===== src/shared/jesd_link_mode_cfg.svh =====
// Purpose: Register map, field positions and fixed field values for the link mode block.
// Assumes: Included by the testbench and by jesd_link_mode_config by its bare name.
// Notes: Definitions only.
`ifndef JESD_LINK_MODE_CFG_SVH
`define JESD_LINK_MODE_CFG_SVH

// ****************************************
// Register byte offsets
// ****************************************
`define CFG_OFF_CTRL 8'h00
`define CFG_OFF_KM1 8'h04
`define CFG_OFF_PARAM0 8'h08
`define CFG_OFF_PARAM1 8'h0C
`define CFG_OFF_PARAM2 8'h10
`define CFG_OFF_CLKRANGE 8'h14
`define CFG_OFF_LANES 8'h18
`define CFG_OFF_CHK_LO 8'h1C
`define CFG_OFF_CHK_HI 8'h20

// ****************************************
// Field positions
// ****************************************
`define CFG_CTRL_MODE_LSB 0
`define CFG_CTRL_SCR_BIT 4
`define CFG_CTRL_DID_LSB 8
`define CFG_P1_HD_BIT 16
`define CFG_P1_ENC_BIT 17
`define CFG_P1_E_LSB 18
`define CFG_P2_R_LSB 16
`define CFG_CLK_MAX_LSB 16
`define CFG_LANES_PD_LSB 8

// ****************************************
// Reset values and fixed field values
// ****************************************
`define CFG_RST_MODE 4'h0
`define CFG_RST_SCR 1'b0
`define CFG_RST_DID 8'h00
`define CFG_RST_KM1 8'h1F
`define CFG_JESDV 3'h1
`define CFG_SUBCLASSV 3'h1
`define CFG_NUM_LANES 8
`define CFG_K64_NUMER 10'h100
`define CFG_RESP_OKAY 2'h0
`define CFG_RESP_SLVERR 2'h2

`endif


===== src/shared/jesd_link_mode_pkg.sv =====
// Purpose: Types shared by the link mode block and its mode table.
// Assumes: Field widths follow the alignment sequence layout.
// Notes: Numbers live in jesd_link_mode_cfg.svh.
package jesd_link_mode_pkg;

	typedef enum logic {ENC_8B10B, ENC_64B66B} link_enc_t;

	// Per-mode transport parameters; R is scaled by 32, clock range by 10 (MHz).
	typedef struct packed {
		link_enc_t enc;
		logic [3:0] n;
		logic [3:0] nprime;
		logic [3:0] l;
		logic [3:0] m;
		logic [3:0] f;
		logic [2:0] s;
		logic hd;
		logic [1:0] e;
		logic [9:0] r_x32;
		logic [14:0] fmin_x10;
		logic [14:0] fmax_x10;
	} mode_param_t;

	// Alignment sequence fields, count fields carried as value minus one.
	typedef struct packed {
		logic [7:0] did;
		logic [3:0] bid;
		logic [3:0] adjcnt;
		logic adjdir;
		logic phadj;
		logic scr;
		logic [4:0] l_m1;
		logic [7:0] f_m1;
		logic [7:0] k_m1;
		logic [7:0] m_m1;
		logic [1:0] cs;
		logic [4:0] n_m1;
		logic [2:0] subclassv;
		logic [4:0] nprime_m1;
		logic [2:0] jesdv;
		logic [4:0] s_m1;
		logic hd;
		logic [4:0] cf;
		logic [7:0] res1;
		logic [7:0] res2;
	} ilas_t;

endpackage

===== src/design/jesd_link_mode_config.sv =====
// Purpose: Derives the output link transport configuration from one mode selection.
// Assumes: AXI4-Lite register access, one clock, synchronous active-low reset.
// Notes: All derived outputs are registered and follow a register write one cycle late.
//
// Behaviour
// - Fixed alignment fields zero; revision, subclass one.
// - Control bits per sample always sent zero.
// - Device identifier from user setting, every lane.
// - Checksum is field sum modulo 256.
// - 8B/10B K equals stored value plus one.
// - Mode 0: 12-bit, eight lanes, R=8.
// - Mode 1: 12-bit, six lanes, HD=1.
// - Mode 2: 8-bit, four lanes, R=10.
// - Mode 3: 10-bit, four lanes, R=12.5.
// - Modes 4, 5: 64B/66B, R=16.5.
// - Modes 6, 7: 64B/66B, R=8.25.
// - Mode 8: 64B/66B, four lanes, E=3.
// - Modes 9, 10: 8B/10B, eight lanes.
// - Modes 11 to 13: two-channel eight-lane.
// - Mode 14: 64B/66B eight lanes, R=6.1875.
// - Mode 15: two-channel 64B/66B, R=3.09375.
// - 64B/66B K is 256 times E over F.
// - Use lowest lanes, power down the rest.
// - Lane identifier equals lane index.
//
// The register addresses and the AXI4-Lite register port were left to the implementer.
`timescale 1ns/10ps
`include "jesd_link_mode_cfg.svh"

module jesd_link_mode_config (
	input wire logic aclk,
	input wire logic aresetn,
	input wire logic [7:0] s_axi_awaddr,
	input wire logic s_axi_awvalid,
	output logic s_axi_awready,
	input wire logic [31:0] s_axi_wdata,
	input wire logic [3:0] s_axi_wstrb,
	input wire logic s_axi_wvalid,
	output logic s_axi_wready,
	output logic [1:0] s_axi_bresp,
	output logic s_axi_bvalid,
	input wire logic s_axi_bready,
	input wire logic [7:0] s_axi_araddr,
	input wire logic s_axi_arvalid,
	output logic s_axi_arready,
	output logic [31:0] s_axi_rdata,
	output logic [1:0] s_axi_rresp,
	output logic s_axi_rvalid,
	input wire logic s_axi_rready,
	output jesd_link_mode_pkg::mode_param_t mode_params,
	output logic [8:0] frames_per_multiframe,
	output jesd_link_mode_pkg::ilas_t ilas_fields,
	output logic [63:0] lane_checksum,
	output logic [39:0] lane_ident,
	output logic [7:0] lane_active,
	output logic [7:0] lane_powerdown,
	output logic scrambler_en
);

	// ****************************************
	// Software settings
	// ****************************************
	logic [3:0] link_format_select_r;
	logic scr_r;
	logic [7:0] did_r;
	logic [7:0] frames_per_multiframe_minus_one_r;

	// ****************************************
	// AXI4-Lite write channel state
	// ****************************************
	logic aw_held_r;
	logic w_held_r;
	logic [7:0] aw_addr_r;
	logic [31:0] w_data_r;
	logic [3:0] w_strb_r;
	logic bvalid_r;
	logic [1:0] bresp_r;

	// Address and data are accepted independently; each is refused while
	// already held or while a response waits, so only one write is open.
	assign s_axi_awready = !aw_held_r && !bvalid_r;
	assign s_axi_wready = !w_held_r && !bvalid_r;
	assign s_axi_bvalid = bvalid_r;
	assign s_axi_bresp = bresp_r;

	// A side is taken at the edge where its valid meets its ready.
	wire aw_take = s_axi_awvalid && s_axi_awready;
	wire w_take = s_axi_wvalid && s_axi_wready;
	wire wr_fire = aw_held_r && w_held_r;

	// Write decode against the held address.
	wire wr_ctrl = wr_fire && (aw_addr_r == `CFG_OFF_CTRL);
	wire wr_km1 = wr_fire && (aw_addr_r == `CFG_OFF_KM1);
	// Status words are read-only, so a write to them is refused.
	wire wr_ro = (aw_addr_r == `CFG_OFF_PARAM0) ||
		(aw_addr_r == `CFG_OFF_PARAM1) ||
		(aw_addr_r == `CFG_OFF_PARAM2) ||
		(aw_addr_r == `CFG_OFF_CLKRANGE) ||
		(aw_addr_r == `CFG_OFF_LANES) ||
		(aw_addr_r == `CFG_OFF_CHK_LO) ||
		(aw_addr_r == `CFG_OFF_CHK_HI);
	wire wr_mapped = (aw_addr_r == `CFG_OFF_CTRL) || (aw_addr_r == `CFG_OFF_KM1) || wr_ro;

	// Byte-lane merge of the write data over the current register image.
	wire [31:0] ctrl_img = {16'h0000, did_r, 3'h0, scr_r, link_format_select_r};
	wire [31:0] km1_img = {24'h000000, frames_per_multiframe_minus_one_r};
	// Bytes without a strobe keep their stored value.
	logic [31:0] ctrl_new;
	logic [31:0] km1_new;
	always_comb begin
		for (int b = 0; b < 4; b++) begin
			ctrl_new[b*8 +: 8] = w_strb_r[b] ? w_data_r[b*8 +: 8] : ctrl_img[b*8 +: 8];
			km1_new[b*8 +: 8] = w_strb_r[b] ? w_data_r[b*8 +: 8] : km1_img[b*8 +: 8];
		end
	end

	// Holding registers for the two halves of a write.
	always_ff @(posedge aclk) begin
		if (!aresetn) begin
			aw_held_r <= 1'b0;
			aw_addr_r <= 8'h00;
		end else if (aw_take) begin
			aw_held_r <= 1'b1;
			aw_addr_r <= {s_axi_awaddr[7:2], 2'h0};
		end else if (wr_fire) begin
			aw_held_r <= 1'b0;
		end
	end

	always_ff @(posedge aclk) begin
		if (!aresetn) begin
			w_held_r <= 1'b0;
			w_data_r <= 32'h00000000;
			w_strb_r <= 4'h0;
		end else if (w_take) begin
			w_held_r <= 1'b1;
			w_data_r <= s_axi_wdata;
			w_strb_r <= s_axi_wstrb;
		end else if (wr_fire) begin
			w_held_r <= 1'b0;
		end
	end

	// Write response; read-only and unmapped words answer SLVERR and change nothing.
	always_ff @(posedge aclk) begin
		if (!aresetn) begin
			bvalid_r <= 1'b0;
			bresp_r <= `CFG_RESP_OKAY;
		end else if (wr_fire) begin
			bvalid_r <= 1'b1;
			bresp_r <= (wr_mapped && !wr_ro) ? `CFG_RESP_OKAY : `CFG_RESP_SLVERR;
		end else if (s_axi_bready) begin
			bvalid_r <= 1'b0;
		end
	end

	// Mode selection, scrambler enable and identifier.
	// Every 4-bit selection is a defined mode, so no legality filter is needed.
	always_ff @(posedge aclk) begin
		if (!aresetn) begin
			link_format_select_r <= `CFG_RST_MODE;
			scr_r <= `CFG_RST_SCR;
			did_r <= `CFG_RST_DID;
		end else if (wr_ctrl) begin
			link_format_select_r <= ctrl_new[`CFG_CTRL_MODE_LSB +: 4];
			scr_r <= ctrl_new[`CFG_CTRL_SCR_BIT];
			did_r <= ctrl_new[`CFG_CTRL_DID_LSB +: 8];
		end
	end

	// Multiframe length setting; stored whatever the mode, used only by 8B/10B modes.
	always_ff @(posedge aclk) begin
		if (!aresetn) begin
			frames_per_multiframe_minus_one_r <= `CFG_RST_KM1;
		end else if (wr_km1) begin
			frames_per_multiframe_minus_one_r <= km1_new[7:0];
		end
	end

	// ****************************************
	// Mode derivation
	// ****************************************
	jesd_link_mode_pkg::mode_param_t prm;

	// Pure lookup; its result is registered with every other output.
	jesd_mode_table u_table (
		.sel(link_format_select_r),
		.prm(prm)
	);

	// The coding family decides where K comes from.
	wire is64 = (prm.enc == jesd_link_mode_pkg::ENC_64B66B);

	// K in 64B/66B modes comes from E and F only; the divisor is 1 to 8 so the
	// divider stays small.
	wire [9:0] k64_full = (`CFG_K64_NUMER * {8'h00, prm.e}) / {6'h00, prm.f};
	wire [8:0] k8_full = {1'b0, frames_per_multiframe_minus_one_r} + 9'h001;
	wire [8:0] k_sel = is64 ? k64_full[8:0] : k8_full;
	wire [7:0] k_m1_sel = is64 ? 8'(k64_full - 10'h001) : frames_per_multiframe_minus_one_r;

	// Common alignment fields; the lane identifier is added per lane.
	jesd_link_mode_pkg::ilas_t ilas_nxt;
	always_comb begin
		ilas_nxt = '0;
		ilas_nxt.did = did_r;
		ilas_nxt.scr = scr_r;
		ilas_nxt.l_m1 = 5'({1'b0, prm.l} - 5'h01);
		ilas_nxt.f_m1 = 8'({4'h0, prm.f} - 8'h01);
		ilas_nxt.k_m1 = k_m1_sel;
		ilas_nxt.m_m1 = 8'({4'h0, prm.m} - 8'h01);
		ilas_nxt.cs = 2'h0;
		ilas_nxt.n_m1 = 5'({1'b0, prm.n} - 5'h01);
		ilas_nxt.subclassv = `CFG_SUBCLASSV;
		ilas_nxt.nprime_m1 = 5'({1'b0, prm.nprime} - 5'h01);
		ilas_nxt.jesdv = `CFG_JESDV;
		ilas_nxt.s_m1 = 5'({2'h0, prm.s} - 5'h01);
		ilas_nxt.hd = prm.hd;
	end

	// Sum of every field except lane identifier and checksum, kept at 8 bits.
	// The cast drops the carry, which gives the modulo the receiver expects.
	wire [7:0] base_sum = 8'(ilas_nxt.did + ilas_nxt.bid + ilas_nxt.adjcnt +
		ilas_nxt.adjdir + ilas_nxt.phadj + ilas_nxt.scr +
		ilas_nxt.l_m1 + ilas_nxt.f_m1 + ilas_nxt.k_m1 +
		ilas_nxt.m_m1 + ilas_nxt.cs + ilas_nxt.n_m1 +
		ilas_nxt.subclassv + ilas_nxt.nprime_m1 +
		ilas_nxt.jesdv + ilas_nxt.s_m1 + ilas_nxt.hd +
		ilas_nxt.cf + ilas_nxt.res1 +
		ilas_nxt.res2);

	// ****************************************
	// Per-lane identity, checksum and power
	// ****************************************
	logic [63:0] checksum_nxt;
	logic [39:0] ident_nxt;
	logic [7:0] active_nxt;

	// One lane per pass; its index is its identifier and checksum offset.
	genvar ln;
	generate
		for (ln = 0; ln < `CFG_NUM_LANES; ln++) begin : g_lane
			assign ident_nxt[ln*5 +: 5] = 5'(ln);
			assign checksum_nxt[ln*8 +: 8] = 8'(base_sum + 8'(ln));
			assign active_nxt[ln] = (4'(ln) < prm.l);
		end
	endgenerate

	// Registered outputs; a new mode reaches every output on the same edge,
	// so lanes never see a mixed configuration.
	always_ff @(posedge aclk) begin
		if (!aresetn) begin
			mode_params <= '0;
			frames_per_multiframe <= 9'h000;
			ilas_fields <= '0;
			lane_checksum <= 64'h0000000000000000;
			lane_ident <= 40'h0000000000;
			lane_active <= 8'h00;
			lane_powerdown <= 8'hFF;
			scrambler_en <= 1'b0;
		end else begin
			mode_params <= prm;
			frames_per_multiframe <= k_sel;
			ilas_fields <= ilas_nxt;
			lane_checksum <= checksum_nxt;
			lane_ident <= ident_nxt;
			lane_active <= active_nxt;
			lane_powerdown <= ~active_nxt;
			scrambler_en <= scr_r;
		end
	end

	// ****************************************
	// AXI4-Lite read channel
	// ****************************************
	logic rvalid_r;
	logic [31:0] rdata_r;
	logic [1:0] rresp_r;

	// A new address waits until the previous answer has been taken.
	assign s_axi_arready = !rvalid_r;
	assign s_axi_rvalid = rvalid_r;
	assign s_axi_rdata = rdata_r;
	assign s_axi_rresp = rresp_r;

	// Address bits below the word are ignored.
	wire ar_take = s_axi_arvalid && s_axi_arready;
	wire [7:0] ra = {s_axi_araddr[7:2], 2'h0};

	// Read images; status words show the registered outputs, not the next values.
	wire [31:0] p0_img = {5'h00, mode_params.s,
		4'h0, mode_params.f,
		4'h0, mode_params.m,
		4'h0, mode_params.l};
	wire [31:0] p1_img = {12'h000, mode_params.e,
		mode_params.enc, mode_params.hd,
		4'h0, mode_params.nprime,
		4'h0, mode_params.n};
	wire [31:0] p2_img = {6'h00, mode_params.r_x32, 7'h00, frames_per_multiframe};
	wire [31:0] clk_img = {1'b0, mode_params.fmax_x10, 1'b0, mode_params.fmin_x10};
	wire [31:0] lanes_img = {16'h0000, lane_powerdown, lane_active};

	// Read decode; an unmapped word answers SLVERR with zero data.
	logic [31:0] rd_word;
	logic rd_hit;
	always_comb begin
		rd_hit = 1'b1;
		unique case (ra)
			`CFG_OFF_CTRL: rd_word = ctrl_img;
			`CFG_OFF_KM1: rd_word = km1_img;
			`CFG_OFF_PARAM0: rd_word = p0_img;
			`CFG_OFF_PARAM1: rd_word = p1_img;
			`CFG_OFF_PARAM2: rd_word = p2_img;
			`CFG_OFF_CLKRANGE: rd_word = clk_img;
			`CFG_OFF_LANES: rd_word = lanes_img;
			`CFG_OFF_CHK_LO: rd_word = lane_checksum[31:0];
			`CFG_OFF_CHK_HI: rd_word = lane_checksum[63:32];
			default: begin
				rd_word = 32'h00000000;
				rd_hit = 1'b0;
			end
		endcase
	end

	// Read answer one cycle after the address is taken; held until accepted.
	always_ff @(posedge aclk) begin
		if (!aresetn) begin
			rvalid_r <= 1'b0;
			rdata_r <= 32'h00000000;
			rresp_r <= `CFG_RESP_OKAY;
		end else if (ar_take) begin
			rvalid_r <= 1'b1;
			rdata_r <= rd_word;
			rresp_r <= rd_hit ? `CFG_RESP_OKAY : `CFG_RESP_SLVERR;
		end else if (s_axi_rready) begin
			rvalid_r <= 1'b0;
		end
	end

endmodule


===== src/design/jesd_mode_table.sv =====
// Purpose: Lookup of the transport parameters for each link format selection.
// Assumes: All sixteen selections are defined modes.
// Notes: Pure combinational table.
`timescale 1ns/10ps

module jesd_mode_table (
	input wire logic [3:0] sel,
	output jesd_link_mode_pkg::mode_param_t prm
);

	// ****************************************
	// Table
	// ****************************************
	localparam jesd_link_mode_pkg::link_enc_t E8 = jesd_link_mode_pkg::ENC_8B10B;
	localparam jesd_link_mode_pkg::link_enc_t E64 = jesd_link_mode_pkg::ENC_64B66B;

	// Fields: enc, N, N', L, M, F, S, HD, E, R*32, fmin*10, fmax*10.
	always_comb begin
		unique case (sel)
			4'h0: prm = {E8, 4'hC, 4'hC, 4'h8, 4'h8, 4'h8, 3'h5, 1'b0, 2'h0, 10'h100, 15'h1388, 15'h3E80};
			4'h1: prm = {E8, 4'hC, 4'hC, 4'h6, 4'h4, 4'h2, 3'h2, 1'b1, 2'h0, 10'h140, 15'h1388, 15'h3E80};
			4'h2: prm = {E8, 4'h8, 4'h8, 4'h4, 4'h4, 4'h1, 3'h1, 1'b0, 2'h0, 10'h140, 15'h1388, 15'h3E80};
			4'h3: prm = {E8, 4'hA, 4'hA, 4'h4, 4'h4, 4'h5, 3'h4, 1'b0, 2'h0, 10'h190, 15'h1388, 15'h35A0};
			4'h4: prm = {E64, 4'hC, 4'hC, 4'h3, 4'h4, 4'h2, 3'h1, 1'b1, 2'h1, 10'h210, 15'h1388, 15'h28A0};
			4'h5: prm = {E64, 4'h8, 4'h8, 4'h2, 4'h4, 4'h2, 3'h1, 1'b0, 2'h1, 10'h210, 15'h1388, 15'h28A0};
			4'h6: prm = {E64, 4'hC, 4'hC, 4'h6, 4'h4, 4'h2, 3'h2, 1'b1, 2'h1, 10'h108, 15'h1388, 15'h3E80};
			4'h7: prm = {E64, 4'h8, 4'h8, 4'h4, 4'h4, 4'h1, 3'h1, 1'b0, 2'h1, 10'h108, 15'h1388, 15'h3E80};
			4'h8: prm = {E64, 4'hC, 4'hC, 4'h4, 4'h4, 4'h3, 3'h2, 1'b0, 2'h3, 10'h18C, 15'h1388, 15'h362B};
			4'h9: prm = {E8, 4'h8, 4'h8, 4'h8, 4'h4, 4'h1, 3'h2, 1'b0, 2'h0, 10'h0A0, 15'h1388, 15'h3E80};
			4'hA: prm = {E8, 4'hA, 4'hA, 4'h8, 4'h8, 4'h5, 3'h4, 1'b0, 2'h0, 10'h0C8, 15'h1388, 15'h3E80};
			4'hB: prm = {E8, 4'hC, 4'hC, 4'h8, 4'h8, 4'h8, 3'h5, 1'b0, 2'h0, 10'h080, 15'h1388, 15'h3E80};
			4'hC: prm = {E8, 4'h8, 4'h8, 4'h8, 4'h2, 4'h1, 3'h4, 1'b0, 2'h0, 10'h050, 15'h1388, 15'h3E80};
			4'hD: prm = {E8, 4'hA, 4'hA, 4'h8, 4'h8, 4'h5, 3'h4, 1'b0, 2'h0, 10'h064, 15'h1388, 15'h3E80};
			4'hE: prm = {E64, 4'hC, 4'hC, 4'h8, 4'h8, 4'h3, 3'h2, 1'b0, 2'h3, 10'h0C6, 15'h1388, 15'h3E80};
			4'hF: prm = {E64, 4'hC, 4'hC, 4'h8, 4'h8, 4'h3, 3'h2, 1'b0, 2'h3, 10'h063, 15'h1388, 15'h3E80};
		endcase
	end

endmodule


===== config.mk =====
export PLATFORM = sky130hd
export DESIGN_NAME = jesd_link_mode_config
export DESIGN_NICKNAME = d
export VERILOG_FILES = /design/src/shared/jesd_link_mode_pkg.sv /design/src/design/jesd_link_mode_config.sv /design/src/design/jesd_mode_table.sv
export VERILOG_INCLUDE_DIRS = /design/src /design/src/shared
export SDC_FILE = /design/constraint.sdc
export NUM_CORES = 1
export LEC_CHECK = 0
export ABC_AREA = 1
export BUFFER_PORTS_ARGS = -buffer_cell sky130_fd_sc_hd__buf_4
export CAP_MARGIN = 20
export CORE_MARGIN = 8
export CORE_UTILIZATION = 54
export DETAILED_ROUTE_END_ITERATION = 10
export GPL_TIMING_DRIVEN = 0
export PLACE_DENSITY = 0.81
export SYNTH_ARGS = -nofsm -noshare
export SYNTH_HDL_FRONTEND = slang
export SYNTH_HIERARCHICAL = 1
export SYNTH_SLANG_ARGS = --single-unit

===== constraint.sdc =====
create_clock -name aclk -period 19.9 [get_ports aclk]
set_clock_uncertainty 0.1 [all_clocks]
set_input_delay 0.995 -clock aclk [delete_from_list [all_inputs] [get_ports aclk]]
set_output_delay 0.995 -clock aclk [all_outputs]
set_load 0.01 [all_outputs]

# --- Yosys cells after proc, flatten, opt, wreduce, memory -nomap -nowiden ---
# Memory sizes are Yosys's and may differ from the RTL's. A register that Yosys moved wholly into a read port is not among the register bits.
# Index checks and enable logic that the tools add are counted.
word_totals:
  in_bits: 59
  elab_cells: 152
  out_inout_bits: 331
  reg_bits: 367
  rom_bits: 672
  latchBits: 0
  n_memories: 1
  mem_bits_rw: 0
mem_list:
  columns: ["name", "depth", "word_bits", "read_ports", "rd_ports_with_merged_regs", "wr", "line", "rtl"]
  rows:
  - ["(name not given)", 16, 42, 1, 1, 0, "jesd_mode_table.sv:19", "unique case (sel)"]
op_classes:
  magnitude_cmp: 8
  eq_ne: 16
  n_shift: 0
  multipliers: 0
  bitwise_logic: 1
  muxes: 17
  addsub: 26
  div_mod_pow: 1
  n_reduce_logical: 32
op_table:
  columns: ["op", "n"]
  rows:
  - ["$pmux 32 s9", 1]
  - ["$eq 6x3->1 const B", 8]
  - ["$mux 38", 1]
  - ["$mux 36", 1]
  - ["$add 8x3->8 const B", 4]
  - ["$add 8x5->8", 4]
  - ["$sub 4x1->5 const B", 5]
  - ["$add 8x1->8 const B", 3]
  - ["$add 8x8->8", 3]
  - ["$eq 6x2->1 const B", 4]
  - ["$add 8x1->8", 2]
  - ["$add 8x2->8 const B", 2]
  - ["$logic_not 8->1", 2]
  - ["$lt 3x4->1 const A", 4]
  - ["$eq 6x1->1 const B", 2]
  - ["$eq 6x4->1 const B", 2]
  - ["$div 10x4->10", 1]
  - ["$add 8x1->9 const B", 1]
  - ["$logic_and 1x1->1", 9]
  - ["$mux 9", 1]
  - ["$reduce_or 9->1", 1]
  - ["$logic_or 1x1->1", 8]
  - ["$lt 1x4->1 const A", 2]
  - ["$lt 2x4->1 const A", 2]
  - ["other kinds (10)", 28]

# --- Longest topological paths before layout ---
# Gate-level depths: netlist of run 1.
logic_depth:
  word_depth: 12
  mapped_depth: 119
  ltp_nobuf: 117

# --- Cells and area by module ---
# Netlist of run 1, hierarchy kept.
modules_own_cells:
  columns: ["mod", "instances", "seq_area_each_um2", "cells_per_inst", "area_per_inst_um2"]
  rows:
  - ["jesd_link_mode_config", 1, 5505.3, 1843, 14211.1]
  - ["jesd_mode_table", 1, 0.0, 155, 825.8]

# --- Worst setup path before layout of run 1 ---
# OpenSTA, ideal clock, no wires.
synth_path:
  kind: "reg-to-reg"
  start: "register, netlist name link_format_select_r[1]"
  end: "register lane_checksum[62]"
  synth_period_minus_slack_ns: 16.356
  n_path_buf: 4
  required_ns: 19.730
  slack_ns: 3.544
  stages_incl_launch_ff: 107
  arrival_time_ns: 16.186
  setup_time_ns: 0.070
  path_cell_list: "dfxtp_1 ha_1 nand2_1 nand2_1 nand2_1 inv_1 clkbuf_1 ha_1 nand3_1 nand2_1 inv_1 ha_1 nand2_1 nand2_1 nand2_1 nand2_1 nand2_1 nand2_1 (+71 left out) ha_1 nand2_1 a31oi_1 inv_1 fa_1 fa_1 fa_1 fa_1 fa_1 clkbuf_1 inv_1 ha_1 buf_2 nand2_1 inv_1 a31oi_1 o21ai_0 a21oi_1"
synth_rtl:
  columns: ["item", "line", "rtl"]
  rows:
  - ["to (signal assigned)", "jesd_link_mode_config.sv:264", "lane_checksum <= checksum_nxt;"]
  - ["to (decl)", "jesd_link_mode_config.sv:53", "output logic [63:0] lane_checksum,"]

==> impl_metrics.prom, run 1 <==
# TYPE chip_impl_metric gauge
chip_impl_metric{name="htreeDepth",unit=""} 1
chip_impl_metric{name="number_of_flops_mapped_to_enable_cells_by_yosys",unit=""} 0
chip_impl_metric{name="global_route.overflow_total",unit=""} 0
chip_impl_metric{name="min_path_cells",unit=""} 2
chip_impl_metric{name="critical_path_maximum_fanout",unit=""} 10
chip_impl_metric{name="drtIter0Drc",unit=""} 1359
chip_impl_info{name="cp-end-kind",value="register"} 1
chip_impl_metric{name="detail_route.drc_violations",unit=""} 0
chip_impl_metric{name="syn_avg_cell_area",unit="µm²"} 7.526
chip_impl_metric{name="floorplan.core_area",unit="µm²"} 27630
chip_impl_metric{name="row_count",unit=""} 61
chip_impl_info{name="holdCritPathClass",value="reg2reg"} 1
chip_impl_metric{name="leakage",unit="nW"} 10.31
chip_impl_info{name="crit-reg2reg-launch",value="link_format_select_r[0]"} 1
chip_impl_info{name="synth.cells.most_frequent",value="sky130_fd_sc_hd__nand2_1, sky130_fd_sc_hd__inv_1, sky130_fd_sc_hd__dfxtp_1"} 1
chip_impl_metric{name="finish.net_count",unit=""} 2590
chip_impl_metric{name="groute.usage.overall",unit="%"} 32.61
chip_impl_metric{name="synth.ff_latch_count",unit=""} 275
chip_impl_info{name="cell_with_the_most_instances_after_synthesis",value="sky130_fd_sc_hd__nand2_1"} 1
chip_impl_info{name="hold-path-endpoint",value="ilas_fields[87]"} 1
chip_impl_info{name="most_used_flip_flop_cell_after_synthesis",value="sky130_fd_sc_hd__dfxtp_1"} 1
chip_impl_info{name="cts_root_buffer",value="sky130_fd_sc_hd__clkbuf_16"} 1
chip_impl_info{name="crit_path_frequent_cell",value="sky130_fd_sc_hd__nand2_1"} 1
chip_impl_info{name="min-delay-start",value="did_r[2]"} 1
chip_impl_metric{name="slew_viol_final",unit=""} 0
chip_impl_metric{name="routabilityCongestion",unit=""} 0.9954
chip_impl_metric{name="insertion_delay",unit="ns"} 0.57
chip_impl_metric{name="synthesis.area",unit="µm²"} 15040
chip_impl_info{name="yosys.area.top_type",value="sky130_fd_sc_hd__dfxtp_1"} 1
chip_impl_metric{name="netlist.area_leader.share",unit="%"} 36.61
chip_impl_info{name="setup_crit_path_kind",value="reg2reg"} 1
chip_impl_metric{name="place.detailed.hpwl",unit="µm"} 45970
chip_impl_metric{name="hold_ws",unit="ns"} 0.3324
chip_impl_metric{name="critPathRequiredTime",unit="ns"} 20.23
chip_impl_metric{name="yosys.cell_types.count",unit=""} 49
chip_impl_metric{name="tritoncts.num_buffers",unit=""} 29
chip_impl_metric{name="pwr_density_cell",unit="nW/µm²"} 119.1
chip_impl_metric{name="largest_net_degree_at_the_start_of_global_routing",unit=""} 17
chip_impl_metric{name="fillCellCount",unit=""} 2353
chip_impl_metric{name="finalHoldViolCount",unit=""} 0
chip_impl_metric{name="cts.sinks",unit=""} 275
chip_impl_metric{name="drt_pre_antenna_iters",unit=""} 5
chip_impl_metric{name="synth-async-reset-ratio",unit="%"} 0
chip_impl_metric{name="instance_count_of_the_mapped_netlist",unit=""} 1998
chip_impl_metric{name="peak_freq",unit="GHz"} 0.05429
chip_impl_info{name="status",value="finished, final reports clean"} 1
chip_impl_metric{name="clk_pin_slew_worst_setup_hold_paths",unit="ns"} 0.06
chip_impl_metric{name="first_global_vias",unit=""} 14350
chip_impl_metric{name="rrSetupSlack",unit="ns"} 1.48
chip_impl_metric{name="post_dr_vias_cell",unit=""} 5.201
chip_impl_metric{name="die_w",unit="µm"} 182.9
chip_impl_metric{name="drt-total-wl",unit="µm"} 56790
chip_impl_metric{name="finalInstanceArea",unit="µm²"} 19220
chip_impl_metric{name="period_needed",unit="ns"} 18.42
chip_impl_metric{name="highest_cell_delay_on_the_worst_timing_path",unit="ns"} 0.67
chip_impl_metric{name="die-height",unit="µm"} 182.9
chip_impl_metric{name="period_share",unit="%"} 92.56
chip_impl_metric{name="syn_to_final_growth",unit="%"} 27.85
chip_impl_metric{name="ys_seq_area_share",unit="%"} 36.61
chip_impl_metric{name="actual_slew_at_the_worst_max_slew_pin",unit="ns"} 1.002
chip_impl_metric{name="die_area",unit="µm²"} 33440
chip_impl_metric{name="post_place_instance_area",unit="µm²"} 18100
chip_impl_metric{name="worst_ir_drop_vdd",unit="V"} 0.0001357
chip_impl_metric{name="cp_data_arrival_time",unit="ns"} 18.75
chip_impl_metric{name="boundaryPins",unit=""} 390
chip_impl_metric{name="clk_path_buf_depth",unit=""} 3
chip_impl_metric{name="area_taken_by_multi_input_logic_gates",unit="µm²"} 7551
chip_impl_metric{name="hold_buffer_count_at_cts",unit=""} 0
chip_impl_info{name="slowest_stage",value="sky130_fd_sc_hd__fa_2"} 1
chip_impl_metric{name="drt.antenna.violating_nets",unit=""} 0
chip_impl_metric{name="routed_wire_length_per_instance",unit="µm"} 20.09
chip_impl_metric{name="yosys_warnings",unit=""} 6
chip_impl_metric{name="seqCellArea",unit="µm²"} 5518
chip_impl_info{name="rr_endpoint",value="lane_checksum[30]"} 1
chip_impl_metric{name="antenna_cells_inserted",unit=""} 0
chip_impl_metric{name="worstRegToRegCells",unit=""} 106
chip_impl_metric{name="cap_viol_max_count",unit=""} 0
chip_impl_metric{name="routed-via-count",unit=""} 14700
chip_impl_info{name="cts_tree",value="done"} 1
chip_impl_info{name="worstSetupStartpointType",value="register"} 1
chip_impl_info{name="netlist_top_cells_area",value="sky130_fd_sc_hd__dfxtp_1, sky130_fd_sc_hd__nand2_1, sky130_fd_sc_hd__inv_1, sky130_fd_sc_hd__buf_4, sky130_fd_sc_hd__ha_1"} 1
chip_impl_metric{name="effective_utilization_at_floorplan",unit="%"} 54.42
chip_impl_metric{name="post_route_cells_drive_above_1_share",unit="%"} 24.35
chip_impl_metric{name="antenna_found_initial",unit=""} 0
chip_impl_metric{name="global_route_wire_length_before_repair",unit="µm"} 84150
chip_impl_info{name="unrepaired_setup_endpoints_after_global_routing",value="false"} 1
chip_impl_metric{name="io_buffer_count",unit=""} 300
chip_impl_metric{name="timing.final.setup_violations",unit=""} 0
chip_impl_metric{name="relSlewSlack",unit="%"} 32.96
registers in the layout (all words and copies together), names as in the netlist, 8 cells and up:
signal	flops
mode_params	66
lane_checksum	54
ilas_fields	46
s_axi_rdata	32
w_data_r	16
frames_per_multiframe	9
did_r	8
frames_per_multiframe_minus_one_r	8
lane_powerdown	8
kinds of logic after synthesis:
| kind of cell | share of synthesized area, % |
|---|---|
| AO/OA/AOI/OAI | 11.05 |
| other | 0.07488 |
| adder cells (fa/ha/maj) | 10.62 |
| flip-flops | 36.61 |
| buffers and inverters | 15.73 |
| XOR/XNOR | 2.621 |
| AND/OR/NAND/NOR | 23.29 |
cell type report:
class | count | area share [%]
Buffer | 194 | 6.541
Multi-Input combinational cell | 1320 | 39.28
Inverter | 298 | 5.897
Clock inverter | 18 | 1.067
Clock buffer | 36 | 4.068
Tap cell | 378 | 2.460
Sequential cell | 275 | 28.70
Timing Repair Buffer | 307 | 11.99
through the flow:
| step | util, % | total power [mW] | std cells | setup TNS [ns] | setup slack, ns |
|---|---|---|---|---|---|
| after floorplan | - | 1.351 | 2087 | 0 | 3.544 |
| after global placement | 65.50 | 1.673 | 2765 | -0.01203 | -0.01203 |
| after detailed placement | 65.50 | 1.688 | 2765 | -0.6853 | -0.1250 |
| after CTS | 69.08 | 2.245 | 2819 | 0 | 0.1401 |
| after global routing | 69.58 | 2.420 | 2826 | 0 | 0.01299 |
| final | 69.58 | 2.290 | 2826 | 0 | 1.480 |
cell usage in the layout (no fill, tap or decap), types with 7 or more instances in the layout:
cell and n:
sky130_fd_sc_hd__ha_1 69, sky130_fd_sc_hd__nor2_1 209, sky130_fd_sc_hd__inv_2 9, sky130_fd_sc_hd__nor2_4 7, sky130_fd_sc_hd__a22o_1 7, sky130_fd_sc_hd__nand4_1 19, sky130_fd_sc_hd__clkbuf_16 29, sky130_fd_sc_hd__o211ai_1 7
sky130_fd_sc_hd__nor2_2 8, sky130_fd_sc_hd__nand2_4 7, sky130_fd_sc_hd__nand3_1 72, sky130_fd_sc_hd__a21oi_1 103, sky130_fd_sc_hd__inv_1 282, sky130_fd_sc_hd__o21ai_0 83, sky130_fd_sc_hd__a221oi_1 10, sky130_fd_sc_hd__nand2_2 13
sky130_fd_sc_hd__conb_1 92, sky130_fd_sc_hd__or2_2 12, sky130_fd_sc_hd__clkinv_2 7, sky130_fd_sc_hd__nand3_2 10, sky130_fd_sc_hd__nand2_1 416, sky130_fd_sc_hd__xnor2_1 11, sky130_fd_sc_hd__dfxtp_1 271, sky130_fd_sc_hd__clkbuf_1 51
sky130_fd_sc_hd__nor3_1 10, sky130_fd_sc_hd__a22oi_1 32, sky130_fd_sc_hd__xor2_1 33, sky130_fd_sc_hd__buf_4 442, sky130_fd_sc_hd__fa_1 35
report_power, final:
part / leakage, nW / total [mW] / internal (mW) / switching, mW
Sequential: 2.27 / 0.674 / 0.619 / 0.0549
Combinational: 7.56 / 1.05 / 0.368 / 0.686
Clock: 0.483 / 0.562 / 0.322 / 0.240
Total: 10.3 / 2.29 / 1.31 / 0.981
metal layers:
| metal | track usage (%) | part of all wire (%) | up-vias |
|---|---|---|---|
| li1 | - | - | 6919 |
| met1 | 38.29 | 38 | 6772 |
| met2 | 55.50 | 46 | 822 |
| met3 | 6.173 | 9.8 | 185 |
| met4 | 18.35 | 6.3 | 0 |
| met5 | 0 | 0 | - |
worst max path at each step:
stage,slack [ns],from,depth (start not counted),end
CTS,0.14,link_format_select_r[0],106,lane_checksum[62]
floorplan,3.54,link_format_select_r[1],106,lane_checksum[62]
global route,0.01,link_format_select_r[2],107,lane_checksum[62]
finish,1.48,link_format_select_r[0],106,lane_checksum[30]
global placement,-0.01,link_format_select_r[1],104,lane_checksum[62]
detailed placement,-0.13,link_format_select_r[1],107,lane_checksum[62]
worst max-delay path, delay by kind of cell, from the launching register on:
family	cells	cell delay (ns)
flops	1	0.46
fa+ha+maj	18	6.46
simple gates	49	6.01
compound gates	16	2.66
buf+inv	23	2.56
repair_timing:
| item | CTS | global route |
|---|---|---|
| pin swaps | 0 | 2 |
| resized for setup | 2 | 36 |
| buffers inserted | 0 | 7 |
| setup endpoints to repair | 12 | 50 |
(Power assumes the default switching activity.)
==> run 2, diff against run 1 <==
--- a/config.mk
+++ b/config.mk
@@ -6,7 +6,7 @@
 export SDC_FILE = /design/constraint.sdc
 export NUM_CORES = 1
 export LEC_CHECK = 0
-export ABC_AREA = 1
+export ABC_AREA = 0
 export BUFFER_PORTS_ARGS = -buffer_cell sky130_fd_sc_hd__buf_4
 export CAP_MARGIN = 20
 export CORE_MARGIN = 8
==> run 2 against run 1 <==
- setup slack worse by 0.90 ns
- sequential share of layout area is 1.5 points lower
- die area increased by 2.1%
- sequential power shrank 3%
- maximum frequency fell by 4.6%
- clock power fell by 2%
- design area up 5.4%
- global-route usage shrank 0.87 points
==> impl_metrics.prom, run 2 <==
# TYPE chip_impl_metric gauge
chip_impl_info{name="status",value="finished, final reports clean"} 1
chip_impl_metric{name="clk_pin_slew_worst_setup_hold_paths",unit="ns"} 0.07
chip_impl_metric{name="groute.usage.overall",unit="%"} 31.74
chip_impl_metric{name="post_dr_vias_cell",unit=""} 5.575
chip_impl_info{name="crit_path_frequent_cell",value="sky130_fd_sc_hd__ha_1"} 1
chip_impl_metric{name="effective_utilization_at_floorplan",unit="%"} 55.05
chip_impl_metric{name="global_route_wire_length_before_repair",unit="µm"} 82700
chip_impl_metric{name="detail_route.drc_violations",unit=""} 0
chip_impl_metric{name="synth.ff_latch_count",unit=""} 275
chip_impl_info{name="synth.cells.most_frequent",value="sky130_fd_sc_hd__dfxtp_1, sky130_fd_sc_hd__nor2_1, sky130_fd_sc_hd__buf_4"} 1
chip_impl_metric{name="instance_count_of_the_mapped_netlist",unit=""} 1725
chip_impl_metric{name="drt-total-wl",unit="µm"} 58040
chip_impl_metric{name="cap_viol_max_count",unit=""} 0
chip_impl_metric{name="leakage",unit="nW"} 9.458
chip_impl_metric{name="synth-async-reset-ratio",unit="%"} 0
chip_impl_metric{name="drt_pre_antenna_iters",unit=""} 6
chip_impl_metric{name="slew_viol_final",unit=""} 0
chip_impl_metric{name="floorplan.core_area",unit="µm²"} 27930
chip_impl_metric{name="critPathRequiredTime",unit="ns"} 20.23
chip_impl_metric{name="io_buffer_count",unit=""} 298
chip_impl_metric{name="insertion_delay",unit="ns"} 0.55
chip_impl_metric{name="period_needed",unit="ns"} 19.32
chip_impl_metric{name="place.detailed.hpwl",unit="µm"} 45330
chip_impl_info{name="holdCritPathClass",value="reg2reg"} 1
chip_impl_metric{name="syn_avg_cell_area",unit="µm²"} 8.914
chip_impl_metric{name="boundaryPins",unit=""} 390
chip_impl_info{name="setup_crit_path_kind",value="reg2reg"} 1
chip_impl_info{name="cts_tree",value="done"} 1
chip_impl_metric{name="actual_slew_at_the_worst_max_slew_pin",unit="ns"} 1.162
chip_impl_info{name="most_used_flip_flop_cell_after_synthesis",value="sky130_fd_sc_hd__dfxtp_1"} 1
chip_impl_metric{name="critical_path_maximum_fanout",unit=""} 10
chip_impl_metric{name="cp_data_arrival_time",unit="ns"} 19.64
chip_impl_metric{name="number_of_flops_mapped_to_enable_cells_by_yosys",unit=""} 0
chip_impl_metric{name="worst_ir_drop_vdd",unit="V"} 0.00008271
chip_impl_info{name="layout_common_cells",value="sky130_fd_sc_hd__buf_4, sky130_fd_sc_hd__dfxtp_1, sky130_fd_sc_hd__nor2_1"} 1
chip_impl_metric{name="routed-via-count",unit=""} 14440
chip_impl_metric{name="tns",unit="ns"} 0
chip_impl_metric{name="finish.net_count",unit=""} 2355
chip_impl_metric{name="largest_net_degree_at_the_start_of_global_routing",unit=""} 17
chip_impl_metric{name="tritoncts.num_buffers",unit=""} 28
chip_impl_metric{name="drt.antenna.violating_nets",unit=""} 0
chip_impl_metric{name="yosys.cell_types.count",unit=""} 98
chip_impl_metric{name="netlist.area_leader.share",unit="%"} 35.80
chip_impl_metric{name="drtIter0Drc",unit=""} 1491
chip_impl_metric{name="synthesis.area",unit="µm²"} 15380
chip_impl_metric{name="clk_path_buf_depth",unit=""} 3
chip_impl_metric{name="post_route_cells_drive_above_1_share",unit="%"} 31.37
chip_impl_metric{name="relSlewSlack",unit="%"} 21.91
chip_impl_metric{name="highest_cell_delay_on_the_worst_timing_path",unit="ns"} 0.55
chip_impl_metric{name="hold_buffer_count_at_cts",unit=""} 0
chip_impl_metric{name="peak_freq",unit="GHz"} 0.05177
chip_impl_info{name="leading_cell_type_in_the_layout_fill_and_taps_excluded",value="sky130_fd_sc_hd__buf_4"} 1
chip_impl_info{name="cts_root_buffer",value="sky130_fd_sc_hd__clkbuf_16"} 1
chip_impl_metric{name="syn_to_final_growth",unit="%"} 31.79
chip_impl_info{name="cell_with_the_most_instances_after_synthesis",value="sky130_fd_sc_hd__dfxtp_1"} 1
chip_impl_metric{name="routed_wire_length_per_instance",unit="µm"} 22.41
chip_impl_metric{name="pwr_density_cell",unit="nW/µm²"} 87.26
chip_impl_metric{name="cts.sinks",unit=""} 275
chip_impl_info{name="worstSetupStartpointType",value="register"} 1
chip_impl_metric{name="timing.final.setup_violations",unit=""} 0
chip_impl_metric{name="die_area",unit="µm²"} 34130
chip_impl_metric{name="finalHoldViolCount",unit=""} 0
chip_impl_metric{name="period_share",unit="%"} 97.07
chip_impl_info{name="largest_registers",value="mode_params x66, lane_checksum x54, ilas_fields x46"} 1
chip_impl_info{name="slowest_stage",value="sky130_fd_sc_hd__fa_1"} 1
chip_impl_info{name="yosys.area.top_type",value="sky130_fd_sc_hd__dfxtp_1"} 1
chip_impl_metric{name="worst_slack",unit="ns"} 0.5838
chip_impl_metric{name="ys_seq_area_share",unit="%"} 35.80
chip_impl_metric{name="htreeDepth",unit=""} 1
chip_impl_metric{name="place_ws",unit="ns"} -3.589
chip_impl_metric{name="die_w",unit="µm"} 184.8
chip_impl_metric{name="antenna_cells_inserted",unit=""} 0
chip_impl_metric{name="first_global_vias",unit=""} 13770
chip_impl_metric{name="global_route.overflow_total",unit=""} 0
chip_impl_metric{name="row_count",unit=""} 61
chip_impl_metric{name="die-height",unit="µm"} 184.8
chip_impl_metric{name="largest_register_ff_count",unit=""} 66
chip_impl_info{name="cp-end-kind",value="register"} 1
chip_impl_metric{name="yosys_warnings",unit=""} 6
chip_impl_metric{name="routabilityCongestion",unit=""} 0.9802
chip_impl_info{name="netlist_top_cells_area",value="sky130_fd_sc_hd__dfxtp_1, sky130_fd_sc_hd__buf_4, sky130_fd_sc_hd__ha_1, sky130_fd_sc_hd__nor2_1, sky130_fd_sc_hd__fa_1"} 1
chip_impl_metric{name="antenna_found_initial",unit=""} 1
chip_impl_info{name="largest_register_by_flop_count",value="mode_params"} 1
## run 2: final cells by class
| type | count | area, µm² |
|---|---|---|
| clock inverters | 6 | 83.83 |
| well taps | 378 | 473.0 |
| repair buffers | 349 | 2624 |
| multi-input cells | 1232 | 8934 |
| inverters | 89 | 347.8 |
| plain buffers | 215 | 1396 |
| clock buffers | 46 | 889.6 |
| flip-flops and latches | 275 | 5518 |
| fillers | 2156 | 7669 |
## run 2: critical path, delay by kind of cell, from the launching register on
family                   cells  cell delay (ns)
flip-flops                   1             0.42
XOR/XNOR                     2             0.40
AND/OR/NAND/NOR             17             2.85
multiplexers                 5             1.43
adder cells (fa/ha/maj)     17             5.98
buffers and inverters       13             1.77
AO/OA/AOI/OAI               36             6.23
## run 2: what timing repair did
action	4_1_cts	5_1_grt
setup endpoints to repair	54	50
pin swaps	14	36
resized for setup	50	66
setup buffers	19	30
## run 2: path summary, 6_finish.rpt
path / start / endpoint / slack (ns) / depth (start not counted)
worst max-delay path: link_format_select_r[2] / lane_checksum[39] / 0.58 / 90
worst min-delay path: w_data_r[12] / w_data_r[12] / 0.36 / 2
worst max register to register: link_format_select_r[2] / lane_checksum[39] / 0.58 / 90
worst min register to register: w_data_r[12] / w_data_r[12] / 0.36 / 2
## run 2: kinds of logic after synthesis
| group | count (synthesis) | share of synthesized area, % |
|---|---|---|
| flops | 275 | 35.80 |
| other cells | 3 | 0.07323 |
| mux | 97 | 7.372 |
| xor+xnor | 64 | 3.694 |
| compound gates | 316 | 13.83 |
| buf+inv | 307 | 11.07 |
| fa+ha+maj | 106 | 10.38 |
| simple gates | 557 | 17.77 |
## run 2: metrics by stage
stage / area (µm²) / instances / util, % / hold slack [ns] / total power, mW
floorplan: 15710 / 1814 / - / 0.3357 / 0.9711
global placement: 18420 / 2490 / 65.95 / 0.3442 / 1.178
detailed placement: 18440 / 2492 / 66.02 / 0.3469 / 1.185
CTS: 19730 / 2561 / 70.62 / 0.3575 / 1.740
global route: 20270 / 2590 / 72.55 / 0.3786 / 1.832
finish: 20270 / 2590 / 72.55 / 0.3590 / 1.768
## run 2: where the power goes
| group | switching (mW) | total (mW) | internal (mW) | leakage, nW |
|---|---|---|---|---|
| sequential | 0.0498 | 0.657 | 0.607 | 2.26 |
| combinational | 0.320 | 0.559 | 0.238 | 6.71 |
| clock | 0.224 | 0.553 | 0.329 | 0.482 |
| total | 0.594 | 1.77 | 1.17 | 9.46 |
## run 2: routing by layer
layer  global-route usage [%]  part of all wire (%)  up-vias
li1                         -                     -     6531
met1                    38.45                    37     6832
met2                    53.61                    47      888
met3                    6.340                    11      185
met4                    14.88                   5.0        2
met5                        0                 0.031        -
